### config.mk
export PLATFORM = sky130hd
export DESIGN_NAME = onchip_temperature_ratio_sequencer
export DESIGN_NICKNAME = d
export VERILOG_FILES = /design/src/inc/tempseq_pkg.sv /design/src/core/tempseq_ratio_div.sv /design/src/core/tempseq_switch_drive.sv /design/src/core/onchip_temperature_ratio_sequencer.sv
export VERILOG_INCLUDE_DIRS = /design/src /design/src/inc
export SDC_FILE = /design/constraint.sdc
export NUM_CORES = 1
export LEC_CHECK = 0
export BUFFER_PORTS_ARGS = -buffer_cell sky130_fd_sc_hd__buf_4
export CORE_AREA = 2 2 179 313
export CTS_BUF_LIST = sky130_fd_sc_hd__clkbuf_4 sky130_fd_sc_hd__clkbuf_8
export DETAILED_ROUTE_END_ITERATION = 16
export DIE_AREA = 0 0 181 315
export GPL_ROUTABILITY_DRIVEN = 0
export PLACE_DENSITY = 0.58
export SETUP_SLACK_MARGIN = 0.02
export SKIP_CTS_REPAIR_TIMING = 1
export SYNTH_ARGS = -nofsm -noshare
export SYNTH_HDL_FRONTEND = slang
export SYNTH_SLANG_ARGS = --single-unit
### constraint.sdc
create_clock -name core_clk -period 2.5 [get_ports core_clk]
set_input_delay 0 -clock core_clk [delete_from_list [all_inputs] [get_ports core_clk]]
set_output_delay 0 -clock core_clk [all_outputs]
set_load 0.02 [all_outputs]
### src/inc/tempseq_defines.svh
// register map, field positions and constants of the temperature ratio sequencer
// Operation
// - reference discharge through both gauges in parallel
// - second discharge through gauge plus resistor branches
// - drive bridge switches for each discharge route
// - combine both discharges into resistor-over-gauge ratio
// - measurement runs only while enable bit set
// - one select bit picks both resistor values
// - one temperature measurement at cycle end
// - ratio updated with results, read at 245
// - word holds ratio minus one times 2^20
// - both on-chip resistors identical, one setting
// - enable picks internal or external span sensor
// - drift correction only while correction bit set
`ifndef TEMPSEQ_DEFINES_SVH
`define TEMPSEQ_DEFINES_SVH

`define ADR_W 12
`define IDX_CFG1 8'h01
`define IDX_CFG8 8'h08
`define IDX_CFG9 8'h09
`define IDX_CFG14 8'h0e
`define IDX_RESULT 8'hf5
`define IDX_STATUS 8'hf6

`define CFG1_CORR_EN_BIT 6
`define CFG1_ONCHIP_EN_BIT 8
`define CFG14_LOW_SEL_BIT 0
`define STAT_BUSY_BIT 0
`define STAT_VALID_BIT 1
`define STAT_SAT_BIT 2

`define CFG_RESET 24'h000000
`define RESULT_RESET 24'h000000
`define RATIO_FRAC_BITS 20

`endif

### src/inc/tempseq_pkg.sv
// types shared by the temperature ratio sequencer modules
package tempseq_pkg;

    typedef enum logic [4:0] {
        ST_IDLE  = 5'b00001,
        ST_REF   = 5'b00010,
        ST_SER   = 5'b00100,
        ST_DIV   = 5'b01000,
        ST_STORE = 5'b10000
    } seq_state_e;

    typedef enum logic [2:0] {
        ROUTE_OPEN = 3'b001,
        ROUTE_REF  = 3'b010,
        ROUTE_SER  = 3'b100
    } route_e;

    typedef struct packed {
        logic c_direct;
        logic d_direct;
        logic c_series;
        logic d_series;
    } switch_set_s;

    typedef struct packed {
        logic cyc;
        logic stb;
        logic we;
        logic [11:0] adr;
        logic [3:0] sel;
        logic [31:0] dat;
    } wb_req_s;

endpackage

### src/core/tempseq_ratio_div.sv
// restoring divider for the temperature ratio, saturating quotient
`timescale 1ns/1ps
module tempseq_ratio_div #(
    parameter int NW = 44,
    parameter int DW = 24,
    parameter int QW = 24
) (
    // clock and reset
    input wire logic core_clk,
    input wire logic rst_n,
    // operands
    input wire logic start,
    input wire logic [NW-1:0] numer,
    input wire logic [DW-1:0] denom,
    // result
    output logic done,
    output logic [QW-1:0] quot,
    output logic sat
);
    localparam int CW = $clog2(NW + 1);

    logic [NW-1:0] num_r;
    logic [NW-1:0] q_r;
    logic [DW-1:0] den_r;
    logic [DW:0] rem_r;
    logic [DW:0] rem_shift;
    logic [CW-1:0] cnt_r;
    logic busy_r;
    logic fin_r;
    logic fits;

    assign rem_shift = {rem_r[DW-1:0], num_r[NW-1]};
    assign fits = rem_shift >= {1'b0, den_r};

    always_ff @(posedge core_clk) begin
        if (!rst_n) begin
            num_r <= '0;
            q_r <= '0;
            den_r <= '0;
            rem_r <= '0;
            cnt_r <= '0;
            busy_r <= 1'b0;
            fin_r <= 1'b0;
        end else if (start) begin
            num_r <= numer;
            q_r <= '0;
            den_r <= denom;
            rem_r <= '0;
            cnt_r <= CW'(NW);
            busy_r <= 1'b1;
            fin_r <= 1'b0;
        end else begin
            fin_r <= busy_r && (cnt_r == CW'(1));
            if (busy_r) begin
                num_r <= {num_r[NW-2:0], 1'b0};
                rem_r <= fits ? rem_shift - {1'b0, den_r} : rem_shift;
                q_r <= {q_r[NW-2:0], fits};
                cnt_r <= cnt_r - CW'(1);
                busy_r <= cnt_r != CW'(1);
            end
        end
    end

    // zero denominator yields all ones and lands here too
    always_ff @(posedge core_clk) begin
        if (!rst_n) begin
            done <= 1'b0;
            quot <= '0;
            sat <= 1'b0;
        end else begin
            done <= fin_r;
            if (fin_r) begin
                quot <= (|q_r[NW-1:QW]) ? '1 : q_r[QW-1:0];
                sat <= (|q_r[NW-1:QW]) || (den_r == '0);
            end
        end
    end
endmodule

### src/core/tempseq_switch_drive.sv
// bridge port switch driver with break-before-make between routes
`timescale 1ns/1ps
module tempseq_switch_drive (
    // clock and reset
    input wire logic core_clk,
    input wire logic rst_n,
    // requested route
    input wire tempseq_pkg::route_e route,
    // switch drive and route now in effect
    output tempseq_pkg::switch_set_s switches,
    output tempseq_pkg::route_e applied
);
    import tempseq_pkg::*;

    route_e last_r;

    function automatic switch_set_s route_switches(route_e r);
        switch_set_s s;
        s = '0;
        unique case (r)
            ROUTE_OPEN: s = '0;
            ROUTE_REF: begin
                s.c_direct = 1'b1;
                s.d_direct = 1'b1;
            end
            ROUTE_SER: begin
                s.c_series = 1'b1;
                s.d_series = 1'b1;
            end
        endcase
        return s;
    endfunction

    // one cycle all open whenever the route changes
    always_ff @(posedge core_clk) begin
        if (!rst_n) begin
            last_r <= ROUTE_OPEN;
            switches <= '0;
            applied <= ROUTE_OPEN;
        end else begin
            last_r <= route;
            if (route != last_r) begin
                switches <= '0;
                applied <= ROUTE_OPEN;
            end else begin
                switches <= route_switches(route);
                applied <= route;
            end
        end
    end
endmodule

### src/core/onchip_temperature_ratio_sequencer.sv
// temperature ratio sequencer: wishbone registers, discharge sequencing, result store
`timescale 1ns/1ps
`include "tempseq_defines.svh"
module onchip_temperature_ratio_sequencer #(
    parameter int TW = 24,
    parameter int RW = 24
) (
    // clock and reset
    input wire logic core_clk,
    input wire logic rst_n,
    // register bus
    input wire tempseq_pkg::wb_req_s wb_req,
    output logic [31:0] wb_dat_r,
    output logic wb_ack,
    // converter cycle timing
    input wire logic cycle_end,
    input wire logic discharge_done,
    input wire logic [TW-1:0] discharge_time,
    output logic discharge_start,
    output logic results_update,
    // analog switches and resistor select
    output tempseq_pkg::switch_set_s switches,
    output logic temp_resistor_low_select,
    // compensation controls and result
    output logic onchip_temp_select,
    output logic temp_correction_en,
    output logic [23:0] gain_drift_factor,
    output logic [23:0] offset_drift_factor,
    output logic [RW-1:0] temp_result
);
    import tempseq_pkg::*;

    localparam int NW = TW + `RATIO_FRAC_BITS;

    // configuration
    logic onchip_en_r;
    logic corr_en_r;
    logic low_sel_r;
    logic [23:0] gain_r;
    logic [23:0] offset_r;
    logic [23:0] cfg1_word;
    logic [23:0] cfg14_word;
    logic [23:0] cfg1_merged;
    logic [23:0] cfg14_merged;
    // sequencer
    seq_state_e state_r;
    seq_state_e state_nxt;
    route_e route_r;
    route_e applied;
    logic started_r;
    logic fire;
    logic [TW-1:0] t_ref_r;
    logic [TW-1:0] t_ser_r;
    logic [TW-1:0] diff;
    logic [NW-1:0] numer;
    logic div_start_r;
    logic div_done;
    logic div_sat;
    logic [RW-1:0] div_quot;
    // results and outputs
    logic [RW-1:0] result_r;
    logic valid_r;
    logic sat_r;
    logic update_r;
    logic start_r;
    logic sel_out_r;
    logic corr_out_r;
    logic low_out_r;
    logic [23:0] gain_out_r;
    logic [23:0] offset_out_r;
    // bus
    logic bus_req;
    logic wr_req;
    logic [31:0] rd_data;
    logic [31:0] dat_r;
    logic ack_r;

    // ------------------------------------------------------------
    // register bus
    // ------------------------------------------------------------
    function automatic logic reg_hit(logic [`ADR_W-1:0] adr, logic [7:0] idx);
        return (adr[`ADR_W-1:10] == '0) && (adr[9:2] == idx);
    endfunction

    function automatic logic [23:0] merge_bytes(logic [23:0] old, logic [31:0] dat,
                                                logic [3:0] sel);
        logic [23:0] res;
        res = old;
        for (int i = 0; i < 3; i++) begin
            if (sel[i]) begin
                res[i*8 +: 8] = dat[i*8 +: 8];
            end
        end
        return res;
    endfunction

    assign bus_req = wb_req.cyc && wb_req.stb && !ack_r;
    // a write lands at the edge where the master sees ack
    assign wr_req = wb_req.cyc && wb_req.stb && wb_req.we && ack_r;
    assign cfg1_merged = merge_bytes(cfg1_word, wb_req.dat, wb_req.sel);
    assign cfg14_merged = merge_bytes(cfg14_word, wb_req.dat, wb_req.sel);

    always_comb begin
        cfg1_word = `CFG_RESET;
        cfg1_word[`CFG1_CORR_EN_BIT] = corr_en_r;
        cfg1_word[`CFG1_ONCHIP_EN_BIT] = onchip_en_r;
        cfg14_word = `CFG_RESET;
        cfg14_word[`CFG14_LOW_SEL_BIT] = low_sel_r;
    end

    always_comb begin
        rd_data = '0;
        if (reg_hit(wb_req.adr, `IDX_CFG1)) begin
            rd_data[23:0] = cfg1_word;
        end
        if (reg_hit(wb_req.adr, `IDX_CFG8)) begin
            rd_data[23:0] = gain_r;
        end
        if (reg_hit(wb_req.adr, `IDX_CFG9)) begin
            rd_data[23:0] = offset_r;
        end
        if (reg_hit(wb_req.adr, `IDX_CFG14)) begin
            rd_data[23:0] = cfg14_word;
        end
        if (reg_hit(wb_req.adr, `IDX_RESULT)) begin
            rd_data[RW-1:0] = result_r;
        end
        if (reg_hit(wb_req.adr, `IDX_STATUS)) begin
            rd_data[`STAT_BUSY_BIT] = state_r != ST_IDLE;
            rd_data[`STAT_VALID_BIT] = valid_r;
            rd_data[`STAT_SAT_BIT] = sat_r;
        end
    end

    // unmapped reads return zero, unmapped writes are dropped
    always_ff @(posedge core_clk) begin
        if (!rst_n) begin
            ack_r <= 1'b0;
            dat_r <= '0;
        end else begin
            ack_r <= bus_req;
            dat_r <= (bus_req && !wb_req.we) ? rd_data : '0;
        end
    end

    always_ff @(posedge core_clk) begin
        if (!rst_n) begin
            onchip_en_r <= 1'b0;
            corr_en_r <= 1'b0;
            low_sel_r <= 1'b0;
            gain_r <= `CFG_RESET;
            offset_r <= `CFG_RESET;
        end else if (wr_req) begin
            if (reg_hit(wb_req.adr, `IDX_CFG1)) begin
                onchip_en_r <= cfg1_merged[`CFG1_ONCHIP_EN_BIT];
                corr_en_r <= cfg1_merged[`CFG1_CORR_EN_BIT];
            end
            if (reg_hit(wb_req.adr, `IDX_CFG8)) begin
                gain_r <= merge_bytes(gain_r, wb_req.dat, wb_req.sel);
            end
            if (reg_hit(wb_req.adr, `IDX_CFG9)) begin
                offset_r <= merge_bytes(offset_r, wb_req.dat, wb_req.sel);
            end
            if (reg_hit(wb_req.adr, `IDX_CFG14)) begin
                low_sel_r <= cfg14_merged[`CFG14_LOW_SEL_BIT];
            end
        end
    end

    // ------------------------------------------------------------
    // measurement sequence
    // ------------------------------------------------------------
    always_comb begin
        state_nxt = state_r;
        unique case (state_r)
            ST_IDLE: if (cycle_end && onchip_en_r) state_nxt = ST_REF;
            ST_REF: if (started_r && discharge_done) state_nxt = ST_SER;
            ST_SER: if (started_r && discharge_done) state_nxt = ST_DIV;
            ST_DIV: if (div_done) state_nxt = ST_STORE;
            ST_STORE: state_nxt = ST_IDLE;
        endcase
        // clearing the enable abandons a run without storing
        if (!onchip_en_r) begin
            state_nxt = ST_IDLE;
        end
    end

    assign fire = ((state_r == ST_REF) || (state_r == ST_SER)) && !started_r
                  && (applied == route_r) && (route_r != ROUTE_OPEN);

    always_ff @(posedge core_clk) begin
        if (!rst_n) begin
            state_r <= ST_IDLE;
            route_r <= ROUTE_OPEN;
            started_r <= 1'b0;
            start_r <= 1'b0;
        end else begin
            state_r <= state_nxt;
            start_r <= fire && (state_nxt == state_r);
            if (state_nxt == ST_REF) begin
                route_r <= ROUTE_REF;
            end else if (state_nxt == ST_SER) begin
                route_r <= ROUTE_SER;
            end else begin
                route_r <= ROUTE_OPEN;
            end
            if (state_nxt != state_r) begin
                started_r <= 1'b0;
            end else if (fire) begin
                started_r <= 1'b1;
            end
        end
    end

    always_ff @(posedge core_clk) begin
        if (!rst_n) begin
            t_ref_r <= '0;
            t_ser_r <= '0;
            div_start_r <= 1'b0;
        end else begin
            if (state_r == ST_REF && state_nxt == ST_SER) begin
                t_ref_r <= discharge_time;
            end
            if (state_r == ST_SER && state_nxt == ST_DIV) begin
                t_ser_r <= discharge_time;
            end
            div_start_r <= (state_r == ST_SER) && (state_nxt == ST_DIV);
        end
    end

    // ser/ref = 1 + rtemp/rsg, so the fraction is (ser - ref) / ref
    assign diff = (t_ser_r > t_ref_r) ? t_ser_r - t_ref_r : '0;
    assign numer = {diff, {`RATIO_FRAC_BITS{1'b0}}};

    tempseq_ratio_div #(
        .NW(NW),
        .DW(TW),
        .QW(RW)
    ) u_div (
        .core_clk(core_clk),
        .rst_n(rst_n),
        .start(div_start_r),
        .numer(numer),
        .denom(t_ref_r),
        .done(div_done),
        .quot(div_quot),
        .sat(div_sat)
    );

    tempseq_switch_drive u_switch (
        .core_clk(core_clk),
        .rst_n(rst_n),
        .route(route_r),
        .switches(switches),
        .applied(applied)
    );

    // ------------------------------------------------------------
    // results and controls
    // ------------------------------------------------------------
    always_ff @(posedge core_clk) begin
        if (!rst_n) begin
            result_r <= `RESULT_RESET;
            valid_r <= 1'b0;
            sat_r <= 1'b0;
            update_r <= 1'b0;
        end else begin
            update_r <= (state_r == ST_STORE)
                        || (state_r == ST_IDLE && cycle_end && !onchip_en_r);
            if (state_r == ST_STORE) begin
                result_r <= div_quot;
                valid_r <= 1'b1;
                sat_r <= div_sat;
            end
        end
    end

    always_ff @(posedge core_clk) begin
        if (!rst_n) begin
            sel_out_r <= 1'b0;
            corr_out_r <= 1'b0;
            low_out_r <= 1'b0;
            gain_out_r <= `CFG_RESET;
            offset_out_r <= `CFG_RESET;
        end else begin
            sel_out_r <= onchip_en_r;
            corr_out_r <= corr_en_r;
            low_out_r <= low_sel_r;
            gain_out_r <= corr_en_r ? gain_r : `CFG_RESET;
            offset_out_r <= corr_en_r ? offset_r : `CFG_RESET;
        end
    end

    assign wb_dat_r = dat_r;
    assign wb_ack = ack_r;
    assign discharge_start = start_r;
    assign results_update = update_r;
    assign temp_resistor_low_select = low_out_r;
    assign onchip_temp_select = sel_out_r;
    assign temp_correction_en = corr_out_r;
    assign gain_drift_factor = gain_out_r;
    assign offset_drift_factor = offset_out_r;
    assign temp_result = result_r;
endmodule

==> out/results.md, run 1 <==
| Group | Metric | This run |
| --- | --- | --- |
| yosys | Flip-flop and latch count after synthesis | 371 |
| setup path | Type of the worst setup path | flop to flop |
| final layout | Non-Filler Instances | 2968 |
| place | Placed wire-length estimate after detailed placement | 33850 µm |
| place | Number of port buffers | 173 |
| detailed routing | Post-Route WL | 48180 µm |
| clocking | H-tree levels | 2 |
| yosys | Top cell type's share of synthesized area | 0.4577 |
| detailed routing | WL per Instance | 16.23 µm |
| clocking | Clock sinks | 371 |
| timing | Final min period | 2.597 ns |
| floorplan | # IOs | 193 |
| timing | Max-slew violations | 0 |
| detailed routing | Count of TritonRoute iterations in the first routing pass | 5 |
| yosys | Simple-gate share of the synthesized area | 0.1692 |
| setup path | R2R cell count | 10 |
| power | Cell leakage power | 8.951 nW |
| place | Placed cell count | 2790 |
| timing | RSZ-0062 raised after global routing | yes |
| setup path | Kind of end point of the critical path | flop |
| worst hold path | Hold WC Path Type | input port to flop |
| timing | Total negative setup slack | -2.043 ns |
| yosys | Leading area contributor after synthesis | dfxtp_1 |
| global route | Initial antenna violation count | 1 |
| timing | Relative slew slack | 0.2105 |
| global route | Largest net degree at the start of global routing | 177 |
| setup path | Crit path required time | 2.97 ns |
| setup path | Maximum net fanout on the critical path | 9 |
| detailed routing | Number of nets still failing antenna checks after routing | 0 |
| timing | Highest Clock Rate | 385.1 MHz |
| yosys | Average size of a mapped cell | 8.767 µm² |
| timing | Worst hold slack | 0.02923 ns |
| yosys | Mapped cell area | 0.01623 mm² |
| yosys | Area share of xor/xnor cells in the synthesized design | 0.02537 |
| floorplan | Effective utilization at floorplan | 0.2963 |
| detailed routing | Drt via density | 4.933 |
| final layout | Layout-stage area growth over the synthesis result | 36.26% |
| power | Highest ir drop seen on vdd | 370.9 µV |
| detailed routing | Overall via count from detail_route | 14640 |
| status | Violated checks | negative setup slack |
| global route | Gr ovfl total | 0 |
| yosys | Compound-cell area share of the yosys netlist | 0.1519 |
| floorplan | Die width | 181 µm |
| setup path | Worst Setup Start Kind | flop |
| worst hold path | Hold Path Depth | 5 |
| floorplan | Standard cell core area | 0.05477 mm² |
| floorplan | Die H | 315 µm |
| yosys | Number of enable-type register cells in the synthesized netlist | 0 |
| yosys | Distinct cells, synth | 74 |
| timing | Slack of the critical path | -0.09672 ns |
| floorplan | Die footprint | 0.05702 mm² |
| run | Max capacitance violation total | 0 |
| global route | Vias in the first global route | 14260 |
| yosys | Main combinational cell family by area after synthesis | simple AND/OR/NAND/NOR gates |
| clocking | Insertion delay of the later-clocked pin in the worst-skew pair | 0.65 ns |
| timing | Final critical-path share of the clock period | 1.039 |
| yosys | Post-synthesis mux area share | 0.09568 |
| detailed routing | Remaining DRCs | 0 |
| yosys | Sequential cell area fraction in the yosys report | 0.4577 |
| detailed routing | Initial drt markers | 642 |
| global route | Overall Global Routing Usage | 0.1579 |
| global route | Wire length of the first global-routing pass | 73510 µm |
| yosys | Fraction of synthesis flops using an asynchronous set or reset pin | 0 |
| setup path | Arrival time worst endpoint | 3.07 ns |
| yosys | Cell types occupying the most area after synthesis | dfxtp_1 46%, mux2i_1 9.5%, nor2_1 5.4% |
| clocking | CTS tree | yes |
| timing | Transition at the pin with the smallest max-transition slack | 1.180 ns |
| clocking | Total clock buffers created by CTS | 54 |
| yosys | Flip-flop cell with the highest count after synthesis | dfxtp_1 |
| clocking | CTS Root Cell | clkbuf_8 |
| floorplan | Number of core rows | 114 |
| yosys | Yosys synthesis warning count | 0 |
| clocking | Clock edge transition at the registers on the reported setup and hold paths | 0.06 ns |
| timing | # setup viols final | 42 |
| clocking | Maximum root-to-sink buffer count | 3 |
| power | Pwr Density | 508.7 mW/mm² |
| timing | Hold Vio Cnt, Final | 0 |
| final layout | Fill cells | 5391 |
| yosys | Synthesized instance count | 1851 |
| timing | Clock tree skew after final layout | 0.05068 ns |
| final layout | Proportion of layout cells with a drive suffix above 1 | 0.2646 |
| yosys | Adder-Cell Fraction of Synth Area | 0.04102 |
| final layout | Nets | 2368 |
| status | Outcome | finished with violations |
| power | Total power consumption of the routed design | 11.25 mW |
state kept, by name, summed over array words and instances, names as in the netlist, 3 cells and up:
name	count
t_ref_r	24
u_div.cnt_r	6
u_div.num_r	24
u_switch.applied	3
u_switch.last_r	3
temp_result	24
offset_drift_factor	24
wb_dat_r	24
u_div.q_r	44
u_div.quot	24
state_r	5
t_ser_r	24
gain_r	24
route_r	3
offset_r	24
u_div.den_r	24
u_div.rem_r	24
gain_drift_factor	24
worst max-delay path, stage by stage, from the launching register on:
cell       delay (ns)
dfxtp_4          0.36
or4b_4           0.56
nor3_4           0.15
a21o_1           0.14
nand2_1          0.07
or3_4            0.39
nor3_4           0.19
buf_4            0.18
clkbuf_16        0.18
mux2i_1          0.19
nor2_1           0.05
synthesized netlist by cell type (all sizes together), types with 19 or more instances:
cell type  instances
a211oi            23
a21o              21
a21oi            166
a222oi            21
and3              57
buf               27
clkbuf            92
dfxtp            371
ha                50
inv              115
mux2i            154
nand2            166
nor2             233
nor3              26
nor4              19
o21ai             75
xnor2             33
logic make-up after synthesis:
family / Yosys count
xor+xnor: 47
other cells: 1
buf+inv: 235
mux: 155
flops: 371
simple gates: 592
compound gates: 398
fa+ha+maj: 52
metal layers:
layer / wire length, µm / vias up / global-route usage / part of all wire
met1: 18130 / 6960 / 0.1617 / 0.38
li1: - / 7178 / - / -
met3: 2004 / 130 / 0.02391 / 0.042
met4: 2219 / 0 / 0.07927 / 0.046
met5: 0 / - / 0 / 0
met2: 25830 / 372 / 0.3083 / 0.54
area by class of cell:
cell class                 instances  area [µm²]  area share
multi-input combinational       1252        8529      0.3857
sequential                       371        7456      0.3372
timing repair buffer             442        3721      0.1683
clock buffer                      79       993.5     0.04493
tap                              696       870.8     0.03938
inverter                         116       437.9     0.01980
clock inverter                    11       101.3    0.004583
antenna                            1       2.502   0.0001132
worst paths after layout:
check	start	end	slack (ns)
min reg2reg	u_div.quot[8]$_SDFFE_PN0P_	temp_result[8]$_SDFFE_PN0P_	0.42
max	state_r[2]$_SDFF_PN0_	t_ref_r[22]$_SDFFE_PN0P_	-0.1
max reg2reg	state_r[2]$_SDFF_PN0_	t_ref_r[22]$_SDFFE_PN0P_	-0.1
min	discharge_done	started_r$_SDFFE_PP0P_	0.03
metrics by stage:
step | util | cell area [µm²] | setup WS [ns]
after floorplan | - | 16310 | -0.04825
after global placement | 0.3547 | 19430 | -0.1820
after detailed placement | 0.3547 | 19430 | -0.2090
after CTS | 0.3747 | 20520 | -0.2369
after global routing | 0.4037 | 22110 | -0.1971
final | 0.4037 | 22110 | -0.09672
where the power goes:
| group | switching [mW] | internal, mW |
|---|---|---|
| Clock | 2.37 | 2.64 |
| Combinational | 0.175 | 0.153 |
| Sequential | 0.000613 | 5.91 |
| Total | 2.54 | 8.71 |
layout by cell type, fill, tap and decap left out, types with 33 or more instances in the layout:
master,netlist,layout
dfxtp_1,371,354
buf_4,11,351
nor2_1,233,232
nand2_1,166,153
mux2i_1,154,153
a21oi_1,166,145
inv_1,115,106
dlygate4sd3_1,0,67
o21ai_0,71,66
clkbuf_8,0,64
and3_1,57,57
ha_1,50,35
xnor2_1,33,33
Note: power is estimated with default switching activity, not from simulation.
==> run 2: changes to the inputs <==
- CELL_PAD_IN_SITES_DETAIL_PLACEMENT: unset -> 0
- CELL_PAD_IN_SITES_GLOBAL_PLACEMENT: unset -> 1
- PLACE_DENSITY: 0.58 -> 0.7
==> out/results.md, run 2 (synthesis gave the netlist of run 1 again) <==
| Group | Metric | This run | Change |
| --- | --- | --- | --- |
| status | Outcome | finished with violations |  |
| status | Violated checks | negative hold slack, negative setup slack |  |
| power | Highest ir drop seen on vdd | 296.4 µV | -20% |
| global route | Vias in the first global route | 14380 | +0.81% |
| detailed routing | Overall via count from detail_route | 14470 | -1.1% |
| timing | Relative slew slack | 0.5971 | +0.3866 |
| place | Placed cell count | 2789 | -0.036% |
| clocking | CTS tree | yes |  |
| setup path | Worst path most repeated cell | inv_2 |  |
| clocking | Insertion delay of the later-clocked pin in the worst-skew pair | 0.62 ns | -0.03 ns |
| clocking | H-tree levels | 2 | unchanged |
| detailed routing | Drt via density | 4.858 | -1.5% |
| clocking | Clock edge transition at the registers on the reported setup and hold paths | 0.06 ns | about the same |
| place | Worst setup slack after placement | -0.3098 ns | -0.1008 ns |
| setup path | Type of the worst setup path | flop to flop |  |
| worst hold path | Worst min-delay path startpoint | wb_req[40] |  |
| timing | Clock tree skew after final layout | 0.02881 ns | -0.02187 ns |
| place | Placed wire-length estimate after detailed placement | 33360 µm | -1.5% |
| place | Number of port buffers | 173 | unchanged |
| detailed routing | Count of TritonRoute iterations in the first routing pass | 6 | +1 |
| clocking | Clock sinks | 371 | unchanged |
| global route | Overall Global Routing Usage | 0.1550 | -0.002926 |
| floorplan | Standard cell core area | 0.05477 mm² | unchanged |
| timing | Transition at the pin with the smallest max-transition slack | 0.6043 ns | -0.5756 ns |
| worst hold path | Hold Path Depth | 6 | +1 |
| setup path | Arrival time worst endpoint | 3.05 ns | -0.02 ns |
| setup path | Maximum net fanout on the critical path | 3 | -6 |
| floorplan | # IOs | 193 | unchanged |
| floorplan | Die width | 181 µm | unchanged |
| final layout | Non-Filler Instances | 2979 | +0.37% |
| run | Max capacitance violation total | 0 | unchanged |
| timing | RSZ-0062 raised after global routing | yes |  |
| floorplan | Effective utilization at floorplan | 0.2963 | unchanged |
| global route | Wire length of the first global-routing pass | 72800 µm | -0.97% |
| floorplan | Die footprint | 0.05702 mm² | unchanged |
| power | Pwr Density | 540.5 mW/mm² | +6.3% |
| worst hold path | Worst Hold Path EP | low_sel_r$_SDFFE_PN0P_ |  |
| detailed routing | WL per Instance | 15.78 µm | -2.8% |
| timing | Final min period | 2.569 ns | -0.02800 ns |
| setup path | R2R cell count | 13 | +3 |
| setup path | Source of the worst register-to-register timing path | t_ser_r[0]$_SDFFE_PN0P_ |  |
| global route | Initial antenna violation count | 1 | unchanged |
| global route | Gr ovfl total | 0 | unchanged |
| timing | Max-slew violations | 0 | unchanged |
| setup path | Kind of end point of the critical path | flop |  |
| final layout | Commonest cells after routing, fill and taps aside | 357 x dfxtp_1, 356 x buf_4, 232 x nor2_1, 158 x nand2_1, 153 x mux2i_1 |  |
| setup path | Worst Setup Start Kind | flop |  |
| detailed routing | Remaining DRCs | 0 | unchanged |
| timing | Highest Clock Rate | 389.3 MHz | +1.1% |
| final layout | Proportion of layout cells with a drive suffix above 1 | 0.2699 | +0.005298 |
| floorplan | Die H | 315 µm | unchanged |
| timing | Final critical-path share of the clock period | 1.027 | -0.01120 |
| detailed routing | Initial drt markers | 713 | +11% |
| timing | Worst hold slack | -0.06455 ns | -0.09378 ns |
| final layout | Largest register by flop count | u_div.q_r |  |
| final layout | Layout-stage area growth over the synthesis result | 37.92% |  |
| timing | Hold Vio Cnt, Final | 2 | +2 |
| worst hold path | Hold WC Path Type | input port to flop |  |
| setup path | Worst flop-to-flop path endpoint | u_div.num_r[38]$_SDFFE_PN0P_ |  |
| clocking | Total clock buffers created by CTS | 55 | +1.9% |
| final layout | Number of flip-flops under the largest register name | 44 | unchanged |
| setup path | Cell Chain, Critical Path | inv_2 > ha_4 > inv_2 > fa_2 > a21o_1 > a21oi_2 > o211ai_1 > buf_4 > nand2_4 > o211a_4 > o2111a_1 > a311oi_2 > o22ai_1 |  |
| detailed routing | Number of nets still failing antenna checks after routing | 0 | unchanged |
| setup path | Crit path required time | 2.98 ns | about the same |
| setup path | Flop2flop setup slack | -0.07 ns | +0.03 ns |
| floorplan | Number of core rows | 114 | unchanged |
| timing | # setup viols final | 43 | +2.4% |
| power | Cell leakage power | 9.111 nW | +1.8% |
| final layout | Nets | 2369 | +0.042% |
| timing | Slack of the critical path | -0.06872 ns | +0.02800 ns |
| clocking | CTS Root Cell | clkbuf_8 |  |
| setup path | Cell with the largest stage delay on the worst path | dfxtp_2 |  |
| clocking | Maximum root-to-sink buffer count | 3 | unchanged |
| detailed routing | Post-Route WL | 47020 µm | -2.4% |
| final layout | Commonest non-fill, non-tap cell in the layout | dfxtp_1 |  |
| setup path | Delay of the slowest critical-path stage | 0.33 ns | -0.23 ns |
| global route | Largest net degree at the start of global routing | 121 | -32% |
| timing | Total negative setup slack | -1.357 ns | +0.6857 ns |
==> run 2: cell count changes in the layout (fill, tap and decap cells not counted), sizes merged <==
cell         before  now
buf             371  378
bufinv            1    6
clkbuf           83   91
clkinv            7    6
clkinvlp          1    2
dlygate4sd3      67   60
inv             118  116
==> run 2: through the flow <==
stage / total power [mW] / instance area (µm²) / utilization / hold slack (ns)
6_report: 12.10 / 22380 / 0.4086 / -0.06455
3_3_place_gp: 6.285 / 19430 / 0.3548 / 0.2443
2_1_floorplan: 6.153 / 16310 / - / 0.1360
4_1_cts: 12.22 / 20790 / 0.3795 / -0.4285
3_5_place_dp: 6.288 / 19430 / 0.3548 / 0.2535
5_1_grt: 12.55 / 22380 / 0.4086 / 0.006580
==> run 2: power by group <==
part / leakage [nW] / switching (mW) / internal (mW) / total (mW)
clock network: 0.706 / 2.38 / 3.49 / 5.87
registers: 2.99 / 0.000886 / 5.91 / 5.91
logic: 5.41 / 0.169 / 0.149 / 0.317
total: 9.11 / 2.55 / 9.55 / 12.1
==> run 2: area by class of cell <==
| class | instances | area [µm²] |
|---|---|---|
| repair buffers | 442 | 3716 |
| flip-flops and latches | 371 | 7452 |
| multi-input cells | 1252 | 8542 |
| clock inverters | 14 | 229.0 |
| inverters | 116 | 440.4 |
| clock buffers | 87 | 1129 |
| well taps | 696 | 870.8 |
| diodes | 1 | 2.502 |
| fillers | 5509 | 32390 |
==> run 2: worst max-delay path by stage <==
stage | startpoint | end | slack (ns)
2_1_floorplan | state_r[1]$_SDFF_PN0_ | t_ref_r[15]$_SDFFE_PN0P_ | -0.05
3_3_place_gp | t_ref_r[6]$_SDFFE_PN0P_ | u_div.num_r[43]$_SDFFE_PN0P_ | -0.29
3_5_place_dp | t_ref_r[6]$_SDFFE_PN0P_ | u_div.num_r[43]$_SDFFE_PN0P_ | -0.31
4_1_cts | t_ref_r[6]$_SDFFE_PN0P_ | u_div.num_r[43]$_SDFFE_PN0P_ | -0.34
5_1_grt | t_ser_r[0]$_SDFFE_PN0P_ | u_div.num_r[38]$_SDFFE_PN0P_ | -0.18
6_report | t_ser_r[0]$_SDFFE_PN0P_ | u_div.num_r[38]$_SDFFE_PN0P_ | -0.07
==> run 2: worst max-delay path: cells and delay by family, from the launching register on <==
| family | cells | cell delay (ns) |
|---|---|---|
| flip-flops | 1 | 0.33 |
| AND/OR/NAND/NOR | 1 | 0.06 |
| AO/OA/AOI/OAI | 7 | 1.37 |
| adder cells (fa/ha/maj) | 2 | 0.35 |
| buffers and inverters | 3 | 0.30 |
==> run 2: per-layer routing <==
metal,part of all wire,track usage,vias to the layer above
met5,0,0,-
met4,0.042,0.07354,0
met3,0.041,0.02437,109
met2,0.54,0.3033,363
met1,0.38,0.1591,6807
li1,-,-,7194
